<file path="config.mk">
export PLATFORM = sky130hd
export DESIGN_NAME = eldr_loader
export DESIGN_NICKNAME = d
export VERILOG_FILES = /design/src/include/eldr_pkg.sv /design/src/rtl/eldr_word_reader.sv /design/src/rtl/eldr_loader.sv
export SDC_FILE = /design/constraint.sdc
export NUM_CORES = 1
export LEC_CHECK = 0
export BUFFER_PORTS_ARGS = -buffer_cell sky130_fd_sc_hd__buf_2
export CORE_ASPECT_RATIO = 0.8
export CORE_UTILIZATION = 61
export DETAILED_ROUTE_END_ITERATION = 10
export GPL_TIMING_DRIVEN = 0
export MAX_ROUTING_LAYER = met4
export PLACE_DENSITY = 0.87
export SETUP_SLACK_MARGIN = 0.5
export SYNTH_ARGS = -nofsm -noshare
export SYNTH_HDL_FRONTEND = slang
export SYNTH_SLANG_ARGS = --single-unit
</file>
<file path="constraint.sdc">
create_clock -name clk_sys -period 2.7 [get_ports clk_sys]
set_input_delay 0.54 -clock clk_sys [delete_from_list [all_inputs] [get_ports clk_sys]]
set_output_delay 0.54 -clock clk_sys [all_outputs]
set_load 0.005 [all_outputs]
</file>
<file path="src/include/eldr_pkg.sv">
// Constants shared by the identification loader and its word reader
package eldr_pkg;
    localparam int          EE_CLK_DIV      = 256;                // Core clock divide for the link
    localparam int          EE_HALF_CYCLES  = EE_CLK_DIV / 2;     // Cycles per clock half period
    localparam logic [7:0]  EE_HALF_LAST    = 8'(EE_HALF_CYCLES - 1);
    localparam int          EE_WORD_BITS    = 16;                 // Word organisation of the memory
    localparam int          EE_ADDR_BITS    = 6;
    localparam int          EE_CMD_BITS     = 3 + EE_ADDR_BITS;   // Start bit, opcode, address
    localparam logic [2:0]  EE_CMD_READ     = 3'h6;               // Start bit 1, read opcode 10
    localparam logic [4:0]  EE_FIRST_DATA   = 5'(EE_CMD_BITS);    // Falling edge of first data bit
    localparam logic [4:0]  EE_LAST_CLOCK   = 5'(EE_CMD_BITS + EE_WORD_BITS - 1);
    localparam int          ID_WORDS        = 4;                  // Words fetched at start-up
    localparam logic [1:0]  ID_LAST_WORD    = 2'(ID_WORDS - 1);
    localparam logic [1:0]  ID_VENDOR       = 2'h0;               // Word index within the memory
    localparam logic [1:0]  ID_DEVICE       = 2'h1;
    localparam logic [1:0]  ID_SUB_VENDOR   = 2'h2;
    localparam logic [1:0]  ID_SUB_SYSTEM   = 2'h3;
    localparam logic [15:0] ID_SUB_DEFAULT  = 16'h0000;           // Subsystem fields without memory
    localparam logic [2:0]  SENSE_LAST      = 3'h7;               // Settling cycles before sensing
endpackage : eldr_pkg

</file>
<file path="src/rtl/eldr_word_reader.sv">
// Serial reader for one 16-bit word over the four-wire memory link
`timescale 1ns/10ps
`default_nettype none
module eldr_word_reader (
    input  wire logic        clk_sys,     // Core clock
    input  wire logic        rst_b,       // Synchronous reset, active low
    input  wire logic        start,       // Begin a word read
    input  wire logic [5:0]  word_addr,   // Word address
    input  wire logic        read_bit,    // Synchronised serial read data
    output var  logic        busy,        // Transfer in progress
    output var  logic        done,        // Word complete, one cycle
    output var  logic [15:0] word,        // Received word
    output var  logic        sclk,        // Serial clock
    output var  logic        sel,         // Chip select
    output var  logic        wdata        // Serial write data
);
    logic [7:0]  cnt_q,  cnt_d;
    logic [4:0]  idx_q,  idx_d;
    logic [8:0]  cmd_q,  cmd_d;
    logic [15:0] word_q, word_d;
    logic        sclk_q, sclk_d;
    logic        sel_q,  sel_d;
    logic        di_q,   di_d;
    logic        busy_q, busy_d;
    logic        done_q, done_d;

    always_comb begin
        cnt_d  = cnt_q;
        idx_d  = idx_q;
        cmd_d  = cmd_q;
        word_d = word_q;
        sclk_d = sclk_q;
        sel_d  = sel_q;
        di_d   = di_q;
        busy_d = busy_q;
        done_d = 1'b0;
        if (!busy_q) begin
            if (start) begin
                cmd_d  = {eldr_pkg::EE_CMD_READ, word_addr};
                di_d   = eldr_pkg::EE_CMD_READ[2];
                sel_d  = 1'b1;
                busy_d = 1'b1;
                cnt_d  = 8'h00;
                idx_d  = 5'h00;
                sclk_d = 1'b0;
            end
        end else if (cnt_q == eldr_pkg::EE_HALF_LAST) begin
            cnt_d  = 8'h00;
            sclk_d = ~sclk_q;
            if (sclk_q) begin
                if (idx_q >= eldr_pkg::EE_FIRST_DATA) begin
                    word_d = {word_q[14:0], read_bit};
                end
                if (idx_q == eldr_pkg::EE_LAST_CLOCK) begin
                    sel_d  = 1'b0;
                    busy_d = 1'b0;
                    done_d = 1'b1;
                    di_d   = 1'b0;
                end else begin
                    idx_d = idx_q + 5'h01;
                    cmd_d = {cmd_q[7:0], 1'b0};
                    di_d  = cmd_q[7];
                end
            end
        end else begin
            cnt_d = cnt_q + 8'h01;
        end
    end

    always_ff @(posedge clk_sys) begin
        if (!rst_b) begin
            cnt_q  <= 8'h00;
            idx_q  <= 5'h00;
            cmd_q  <= 9'h000;
            word_q <= 16'h0000;
            sclk_q <= 1'b0;
            sel_q  <= 1'b0;
            di_q   <= 1'b0;
            busy_q <= 1'b0;
            done_q <= 1'b0;
        end else begin
            cnt_q  <= cnt_d;
            idx_q  <= idx_d;
            cmd_q  <= cmd_d;
            word_q <= word_d;
            sclk_q <= sclk_d;
            sel_q  <= sel_d;
            di_q   <= di_d;
            busy_q <= busy_d;
            done_q <= done_d;
        end
    end

    assign busy  = busy_q;
    assign done  = done_q;
    assign word  = word_q;
    assign sclk  = sclk_q;
    assign sel   = sel_q;
    assign wdata = di_q;
endmodule : eldr_word_reader // eldr_word_reader
`default_nettype wire

</file>
<file path="src/rtl/eldr_loader.sv">
// Start-up identification loader, manual link control and strap sampling
`timescale 1ns/10ps
`default_nettype none
// Summary of operation
// Start-up link clock is the core clock divided by 256.
// Software toggles the serial clock pin by hand after loading.
// Software sets the chip-select pin level after loading.
// Memory presence is sensed from the pulled-up chip-select pin at start-up.
// Words are 16 bits; software may drive the write-data pin.
// Software reads the level of the serial read-data pin.
// The link is four signals: clock, select, write data, read data.
// Only vendor, device, subsystem vendor and subsystem words are fetched.
// Without a memory the device runs on built-in identification.
// Host software may sequence the link by hand for general data.
// Infrared strap is sampled at start-up, hardware reset and soft reset.
// Sampled infrared level goes to modem control bit 6, then software-owned.
// Sampled infrared level starts both channels in infrared mode.
// High half-duplex strap at reset puts both channels in automatic mode.
// Automatic half-duplex sets feature control bit 5 in both channels.
// Software may later set or clear automatic half-duplex freely.
// Control registers sit in a 1K memory window outside this block.
// Device and vendor fields hold defaults or loaded words.
// Subsystem fields hold loaded words, otherwise zero.
// Identification auto-configuration happens only with a memory fitted.
// Each word: select, send read command and address, take 16 bits, deselect.
// Identification is flagged valid only after loading has finished.
module eldr_loader #(
    parameter logic [15:0] DEFAULT_VENDOR_ID = 16'h1234, // Arbitrary value
    parameter logic [15:0] DEFAULT_DEVICE_ID = 16'h5678, // Arbitrary value
    parameter logic [5:0]  ID_BASE_ADDR      = 6'h00     // First word address in memory
) (
    input  wire logic        clk_sys,              // Core clock, 50 MHz
    input  wire logic        rst_b,                // Synchronous reset, active low
    input  wire logic        soft_reset,           // Soft reset pulse from control logic
    input  wire logic        manual_clock,         // Control register clock bit
    input  wire logic        manual_select,        // Control register select bit
    input  wire logic        manual_write_data,    // Control register write-data bit
    output var  logic        manual_read_data,     // Control register read-data bit
    output var  logic        eeprom_serial_clock,  // Serial clock pin
    output var  logic        eeprom_select_o,      // Chip-select pin drive
    output var  logic        eeprom_select_oe,     // Chip-select pin enable, high drives
    input  wire logic        eeprom_select_i,      // Chip-select pin level
    output var  logic        eeprom_write_data,    // Serial write-data pin
    input  wire logic        eeprom_read_data,     // Serial read-data pin
    input  wire logic        infrared_strap,       // Infrared strap pin
    input  wire logic        half_duplex_strap_n,  // Half-duplex strap pin
    input  wire logic        sw_ir_write,          // Modem control bit 6 write strobe
    input  wire logic [1:0]  sw_ir_value,          // Bit 6 value per channel
    input  wire logic        sw_hd_write,          // Feature control bit 5 write strobe
    input  wire logic [1:0]  sw_hd_value,          // Bit 5 value per channel
    output var  logic [1:0]  infrared_mode,        // Modem control bit 6 per channel
    output var  logic [1:0]  half_duplex_mode,     // Feature control bit 5 per channel
    output var  logic [15:0] vendor_id,            // Vendor identification
    output var  logic [15:0] device_id,            // Device identification
    output var  logic [15:0] sub_vendor_id,        // Subsystem vendor identification
    output var  logic [15:0] sub_system_id,        // Subsystem identification
    output var  logic        eeprom_present,       // Memory sensed at start-up
    output var  logic        id_valid              // Identification loaded; fields final one cycle later
);
    typedef enum logic [1:0] {ST_SENSE, ST_START, ST_WAIT, ST_DONE} eldr_state_t;

    // Pin synchronisers
    logic [1:0] sel_sync_q, rd_sync_q, ir_sync_q, hd_sync_q;

    always_ff @(posedge clk_sys) begin
        if (!rst_b) begin
            sel_sync_q <= 2'h0;
            rd_sync_q  <= 2'h0;
            ir_sync_q  <= 2'h0;
            hd_sync_q  <= 2'h0;
        end else begin
            sel_sync_q <= {sel_sync_q[0], eeprom_select_i};
            rd_sync_q  <= {rd_sync_q[0], eeprom_read_data};
            ir_sync_q  <= {ir_sync_q[0], infrared_strap};
            hd_sync_q  <= {hd_sync_q[0], half_duplex_strap_n};
        end
    end

    eldr_state_t      state_q, state_d;
    logic [2:0]       sense_q, sense_d;
    logic [1:0]       widx_q,  widx_d;
    logic [3:0][15:0] words_q, words_d;
    logic             present_q, present_d;
    logic             valid_q, valid_d;
    logic [1:0]       ir_q, ir_d;
    logic [1:0]       hd_q, hd_d;
    logic             rd_start;
    logic             rd_busy;
    logic             rd_done;
    logic [15:0]      rd_word;
    logic             rd_sclk;
    logic             rd_sel;
    logic             rd_wdata;
    logic             strap_load;

    eldr_word_reader u_reader (
        .clk_sys   (clk_sys),
        .rst_b     (rst_b),
        .start     (rd_start),
        .word_addr (6'(ID_BASE_ADDR + {4'h0, widx_q})),
        .read_bit  (rd_sync_q[1]),
        .busy      (rd_busy),
        .done      (rd_done),
        .word      (rd_word),
        .sclk      (rd_sclk),
        .sel       (rd_sel),
        .wdata     (rd_wdata)
    );

    assign rd_start   = (state_q == ST_START) && !rd_busy;
    assign strap_load = ((state_q == ST_SENSE) && (sense_q == eldr_pkg::SENSE_LAST)) ||
                        soft_reset;

    always_comb begin
        state_d   = state_q;
        sense_d   = sense_q;
        widx_d    = widx_q;
        words_d   = words_q;
        present_d = present_q;
        valid_d   = valid_q;
        unique case (state_q)
            ST_SENSE: begin
                sense_d = sense_q + 3'h1;
                if (sense_q == eldr_pkg::SENSE_LAST) begin
                    present_d = sel_sync_q[1];
                    if (sel_sync_q[1]) begin
                        state_d = ST_START;
                    end else begin
                        state_d = ST_DONE;
                        valid_d = 1'b1;
                    end
                end
            end
            ST_START: begin
                if (rd_start) begin
                    state_d = ST_WAIT;
                end
            end
            ST_WAIT: begin
                if (rd_done) begin
                    words_d[widx_q] = rd_word;
                    if (widx_q == eldr_pkg::ID_LAST_WORD) begin
                        state_d = ST_DONE;
                        valid_d = 1'b1;
                    end else begin
                        widx_d  = widx_q + 2'h1;
                        state_d = ST_START;
                    end
                end
            end
            ST_DONE: begin
                state_d = ST_DONE;
            end
        endcase
    end

    // Strap loads beat same-cycle software writes
    always_comb begin
        ir_d = ir_q;
        hd_d = hd_q;
        if (strap_load) begin
            ir_d = {2{ir_sync_q[1]}};
            hd_d = {2{hd_sync_q[1]}};
        end else begin
            if (sw_ir_write) begin
                ir_d = sw_ir_value;
            end
            if (sw_hd_write) begin
                hd_d = sw_hd_value;
            end
        end
    end

    always_ff @(posedge clk_sys) begin
        if (!rst_b) begin
            state_q   <= ST_SENSE;
            sense_q   <= 3'h0;
            widx_q    <= 2'h0;
            words_q   <= '0;
            present_q <= 1'b0;
            valid_q   <= 1'b0;
            ir_q      <= 2'h0;
            hd_q      <= 2'h0;
        end else begin
            state_q   <= state_d;
            sense_q   <= sense_d;
            widx_q    <= widx_d;
            words_q   <= words_d;
            present_q <= present_d;
            valid_q   <= valid_d;
            ir_q      <= ir_d;
            hd_q      <= hd_d;
        end
    end

    // Registered outputs
    logic        ck_q, ck_d, cs_q, cs_d, cs_oe_q, cs_oe_d, di_q, di_d, mrd_q;
    logic [15:0] vid_q, vid_d, did_q, did_d, svid_q, svid_d, sid_q, sid_d;

    always_comb begin
        ck_d    = 1'b0;
        cs_d    = 1'b0;
        cs_oe_d = 1'b0;
        di_d    = 1'b0;
        if (state_q == ST_DONE) begin
            ck_d    = manual_clock;
            cs_d    = manual_select;
            cs_oe_d = 1'b1;
            di_d    = manual_write_data;
        end else if (state_q != ST_SENSE) begin
            ck_d    = rd_sclk;
            cs_d    = rd_sel;
            cs_oe_d = 1'b1;
            di_d    = rd_wdata;
        end
        vid_d  = DEFAULT_VENDOR_ID;
        did_d  = DEFAULT_DEVICE_ID;
        svid_d = eldr_pkg::ID_SUB_DEFAULT;
        sid_d  = eldr_pkg::ID_SUB_DEFAULT;
        if (present_q && valid_q) begin
            vid_d  = words_q[eldr_pkg::ID_VENDOR];
            did_d  = words_q[eldr_pkg::ID_DEVICE];
            svid_d = words_q[eldr_pkg::ID_SUB_VENDOR];
            sid_d  = words_q[eldr_pkg::ID_SUB_SYSTEM];
        end
    end

    always_ff @(posedge clk_sys) begin
        if (!rst_b) begin
            ck_q    <= 1'b0;
            cs_q    <= 1'b0;
            cs_oe_q <= 1'b0;
            di_q    <= 1'b0;
            mrd_q   <= 1'b0;
            vid_q   <= 16'h0000;
            did_q   <= 16'h0000;
            svid_q  <= 16'h0000;
            sid_q   <= 16'h0000;
        end else begin
            ck_q    <= ck_d;
            cs_q    <= cs_d;
            cs_oe_q <= cs_oe_d;
            di_q    <= di_d;
            mrd_q   <= rd_sync_q[1];
            vid_q   <= vid_d;
            did_q   <= did_d;
            svid_q  <= svid_d;
            sid_q   <= sid_d;
        end
    end

    assign manual_read_data    = mrd_q;
    assign eeprom_serial_clock = ck_q;
    assign eeprom_select_o     = cs_q;
    assign eeprom_select_oe    = cs_oe_q;
    assign eeprom_write_data   = di_q;
    assign infrared_mode       = ir_q;
    assign half_duplex_mode    = hd_q;
    assign vendor_id           = vid_q;
    assign device_id           = did_q;
    assign sub_vendor_id       = svid_q;
    assign sub_system_id       = sid_q;
    assign eeprom_present      = present_q;
    assign id_valid            = valid_q;
endmodule : eldr_loader // eldr_loader
`default_nettype wire

</file>
==> reports/results.txt <==
Hold Path End = sel_sync_q[0]
Post-synth ARST share = 0%
Via count = 5687
Number of global-route vias before repair = 5372
Final core utilization = 73.2%
Outcome = complete, no violations
GP Congestion = 0.895
Register area = 0.00392 mm²
H-tree depth = 4
Slowest cell on the critical path = dfxtp_1
#FFs+latches synth = 196
Minimum clock period = 2.06 ns
Area contributors post-synth = dfxtp_1 (58%), nand2_1 (9.3%), and2_1 (6.1%)
Number of CTS-inserted buffers = 17
Min Hold Slack = 0.308 ns
Fraction of layout instances using a drive strength above 1 = 16.4%
Critical path capture point type = flip-flop
Sink Count = 196
Starting DRT DRC Count = 476
Syn nets = 776
Via density = 5.61
Worst-path clk slew = 0.07 ns
Antenna violations before repair = 0
Setup-failing EPs final = 0
GRT Overall Usage = 29.9%
Fillers = 755
Leak = 3.20 nW
Flop-to-flop setup slack = 0.64 ns
Critical Path Max Stage Delay = 0.42 ns
Max Fclk = 484 MHz
Setup Fix Bufs, Post-CTS = 0
Worst r2r dst = u_reader.word[7]
Post-Syn Area per Cell = 9.03 µm²
Setup WS pre-CTS = 0.600 ns
TritonCTS clock tree = built
Primary FF master, synth = dfxtp_1
CP startpoint kind = flip-flop
PortBufs = 89
Hold_sp = eeprom_select_i
Seq/Total Area, Yosys = 57.9%
Synthesis Warnings = 0
Initial cell density of the core = 62.4%
Final Skew = 0.00944 ns
DRC = 0
Core Box Area = 0.0108 mm²
Overall die area = 0.0115 mm²
Hold Fails Final Rpt = 0
RSZ-0062 raised after global routing = no
Routed wire per std cell = 16.1 µm
Detail Route Antenna Nets = 0
Initial DRT Pass Iterations = 6
Placed instance count = 983
Top cell type by total area after synthesis = dfxtp_1
CTS Root Cell = clkbuf_16
Clock latency on the worst-skew pair = 0.43 ns
Distinct cells, synth = 47
Critical path class = flip-flop to flip-flop
Crit path DAT = 2.35 ns
Post-synth EDFFs = 0
Largest net degree at the start of global routing = 19
Mapped Area = 0.00677 mm²
Critical path cell sequence = inv_1 > ha_1 > o41a_1 > o2111ai_2 > clkbuf_1 > o21ai_0
Relative slew slack = 54.2%
Gr ovfl total = 0
Final worst-path cycle share = 76.5%
I/O pin total = 91
Top cell type's share of synthesized area = 57.9%
CTS max path bufs = 2
CP max FO = 10
Fin Setup TNS = 0 ns
Die Span Y = 96.2 µm
Rows = 34
Post-synthesis cell count = 750
Number of antenna diodes = 0
Fin cells = 1014
CTS Hold Bufs = 0
Critical R2R Launch = u_reader.idx_q[1]
Most common cell in the netlist = dfxtp_1
# resized after CTS = 0
Area of the multi-input gates = 0.00261 mm²
Final WL = 16300 µm
Pwr Density = 679 mW/mm²
Slew Limit Fails = 0
Final Worst Setup Slack = 0.636 ns
Hold path depth = 2
MaxCap Viol Count = 0
Register-to-Register Path Depth = 6
Synth-to-layout area growth = 17.3%
Worst path required time = 2.99 ns
Slew @ Worst Pin = 0.684 ns
VDD IR max = 0.000499 V
Hold crit path type = primary input to flip-flop
Nets = 884
Commonest cells in the netlist = dfxtp_1 (196), nand2_1 (168), a21oi_1 (80), and2_1 (66), nor2_1 (46)
First-pass GRT wire length = 25600 µm
Final HPWL from detailed placement = 11100 µm
Die width = 120 µm
-- metrics by stage --
| stage | total power (W) | instance area [µm²] |
|---|---|---|
| floorplan | 0.00306 | 6770 |
| global placement | 0.00311 | 7400 |
| detailed placement | 0.00311 | 7400 |
| CTS | 0.00540 | 7940 |
| global route | 0.00554 | 7940 |
| finish | 0.00540 | 7940 |
-- worst max-delay path: cells and delay by family, from the launching register on --
kind	cells	cell delay, ns
compound gates	3	0.81
fa+ha+maj	1	0.21
buf+inv	2	0.46
flops	1	0.42
-- layout make-up --
type | count | share of cell area (%)
sequential | 196 | 49.4
multi-input combinational | 498 | 32.9
timing repair buffer | 89 | 5.61
clock buffer | 17 | 5.36
buffer | 48 | 2.58
tap | 144 | 2.27
clock inverter | 14 | 1.51
inverter | 8 | 0.378
-- how the worst max path moves through the flow --
stage,start,to
after global routing,u_reader.idx_q[1],u_reader.word[12]
final,u_reader.idx_q[1],u_reader.word[7]
after floorplan,u_reader.cnt_q[0],u_reader.cnt_q[7]
after global placement,rst_b,vendor_id[12]
after CTS,u_reader.idx_q[1],u_reader.word[7]
after detailed placement,rst_b,vendor_id[12]
-- layout by cell type (no fill, tap or decap), types with 2 or more instances in the layout --
cell,synthesis,routed
a311oi_1,4,4
o41a_1,2,2
nand2_1,168,168
clkinv_2,0,2
clkinv_4,0,3
nor2_1,46,46
inv_8,0,3
clkbuf_2,4,4
mux2i_1,8,8
and3b_1,2,2
or4_1,2,2
nand4_1,8,8
o21ai_0,33,33
a31oi_1,3,3
xnor2_1,2,2
and2_1,66,66
nor2b_1,4,4
clkbuf_16,0,17
nand3_1,24,24
clkbuf_1,32,32
inv_1,8,8
a22oi_1,4,4
inv_6,0,4
nor3_1,3,3
mux2_2,3,3
clkinvlp_4,0,2
a211oi_1,2,2
dfxtp_1,196,196
a21oi_1,80,80
o2111ai_1,2,2
ha_1,10,10
o21a_1,2,2
nand2b_1,3,3
buf_2,10,99
-- power by group --
part	internal [W]	switching, W	leakage [nW]	total [W]
Combinational	0.0000429	0.0000793	1.35	0.000122
Clock	0.00120	0.00114	0.266	0.00234
Sequential	0.00292	0.0000112	1.59	0.00293
Total	0.00416	0.00123	3.20	0.00540
-- routing by layer --
metal | wire (µm) | up-vias | GRT usage (%)
met5 | 0 | - | -
met4 | 435 | 0 | 12.8
met3 | 1530 | 49 | 7.41
met2 | 7750 | 279 | 48.5
met1 | 6590 | 2668 | 35.8
li1 | - | 2691 | -
-- registers in the layout (all words and copies together) (netlist names), 3 cells and up --
| signal | cells |
|---|---|
| device_id | 16 |
| sense_q | 3 |
| sub_system_id | 16 |
| sub_vendor_id | 16 |
| u_reader.cmd_q | 8 |
| u_reader.cnt_q | 8 |
| u_reader.idx_q | 5 |
| u_reader.word | 16 |
| vendor_id | 16 |
| words_q | 64 |
-- kinds of logic after synthesis --
family                     after synthesis  share of synthesized area [%]
AOI/OAI and AO/OA                      138                           11.5
xor gates and xnor gates                 3                          0.388
adders and majority gates               10                           1.85
buffers and inverters                   56                           3.47
DFF                                    196                           57.9
muxes                                   11                           1.68
and+or+nand+nor                        336                           23.2
No activity file was read; power rests on OpenSTA's default activity.
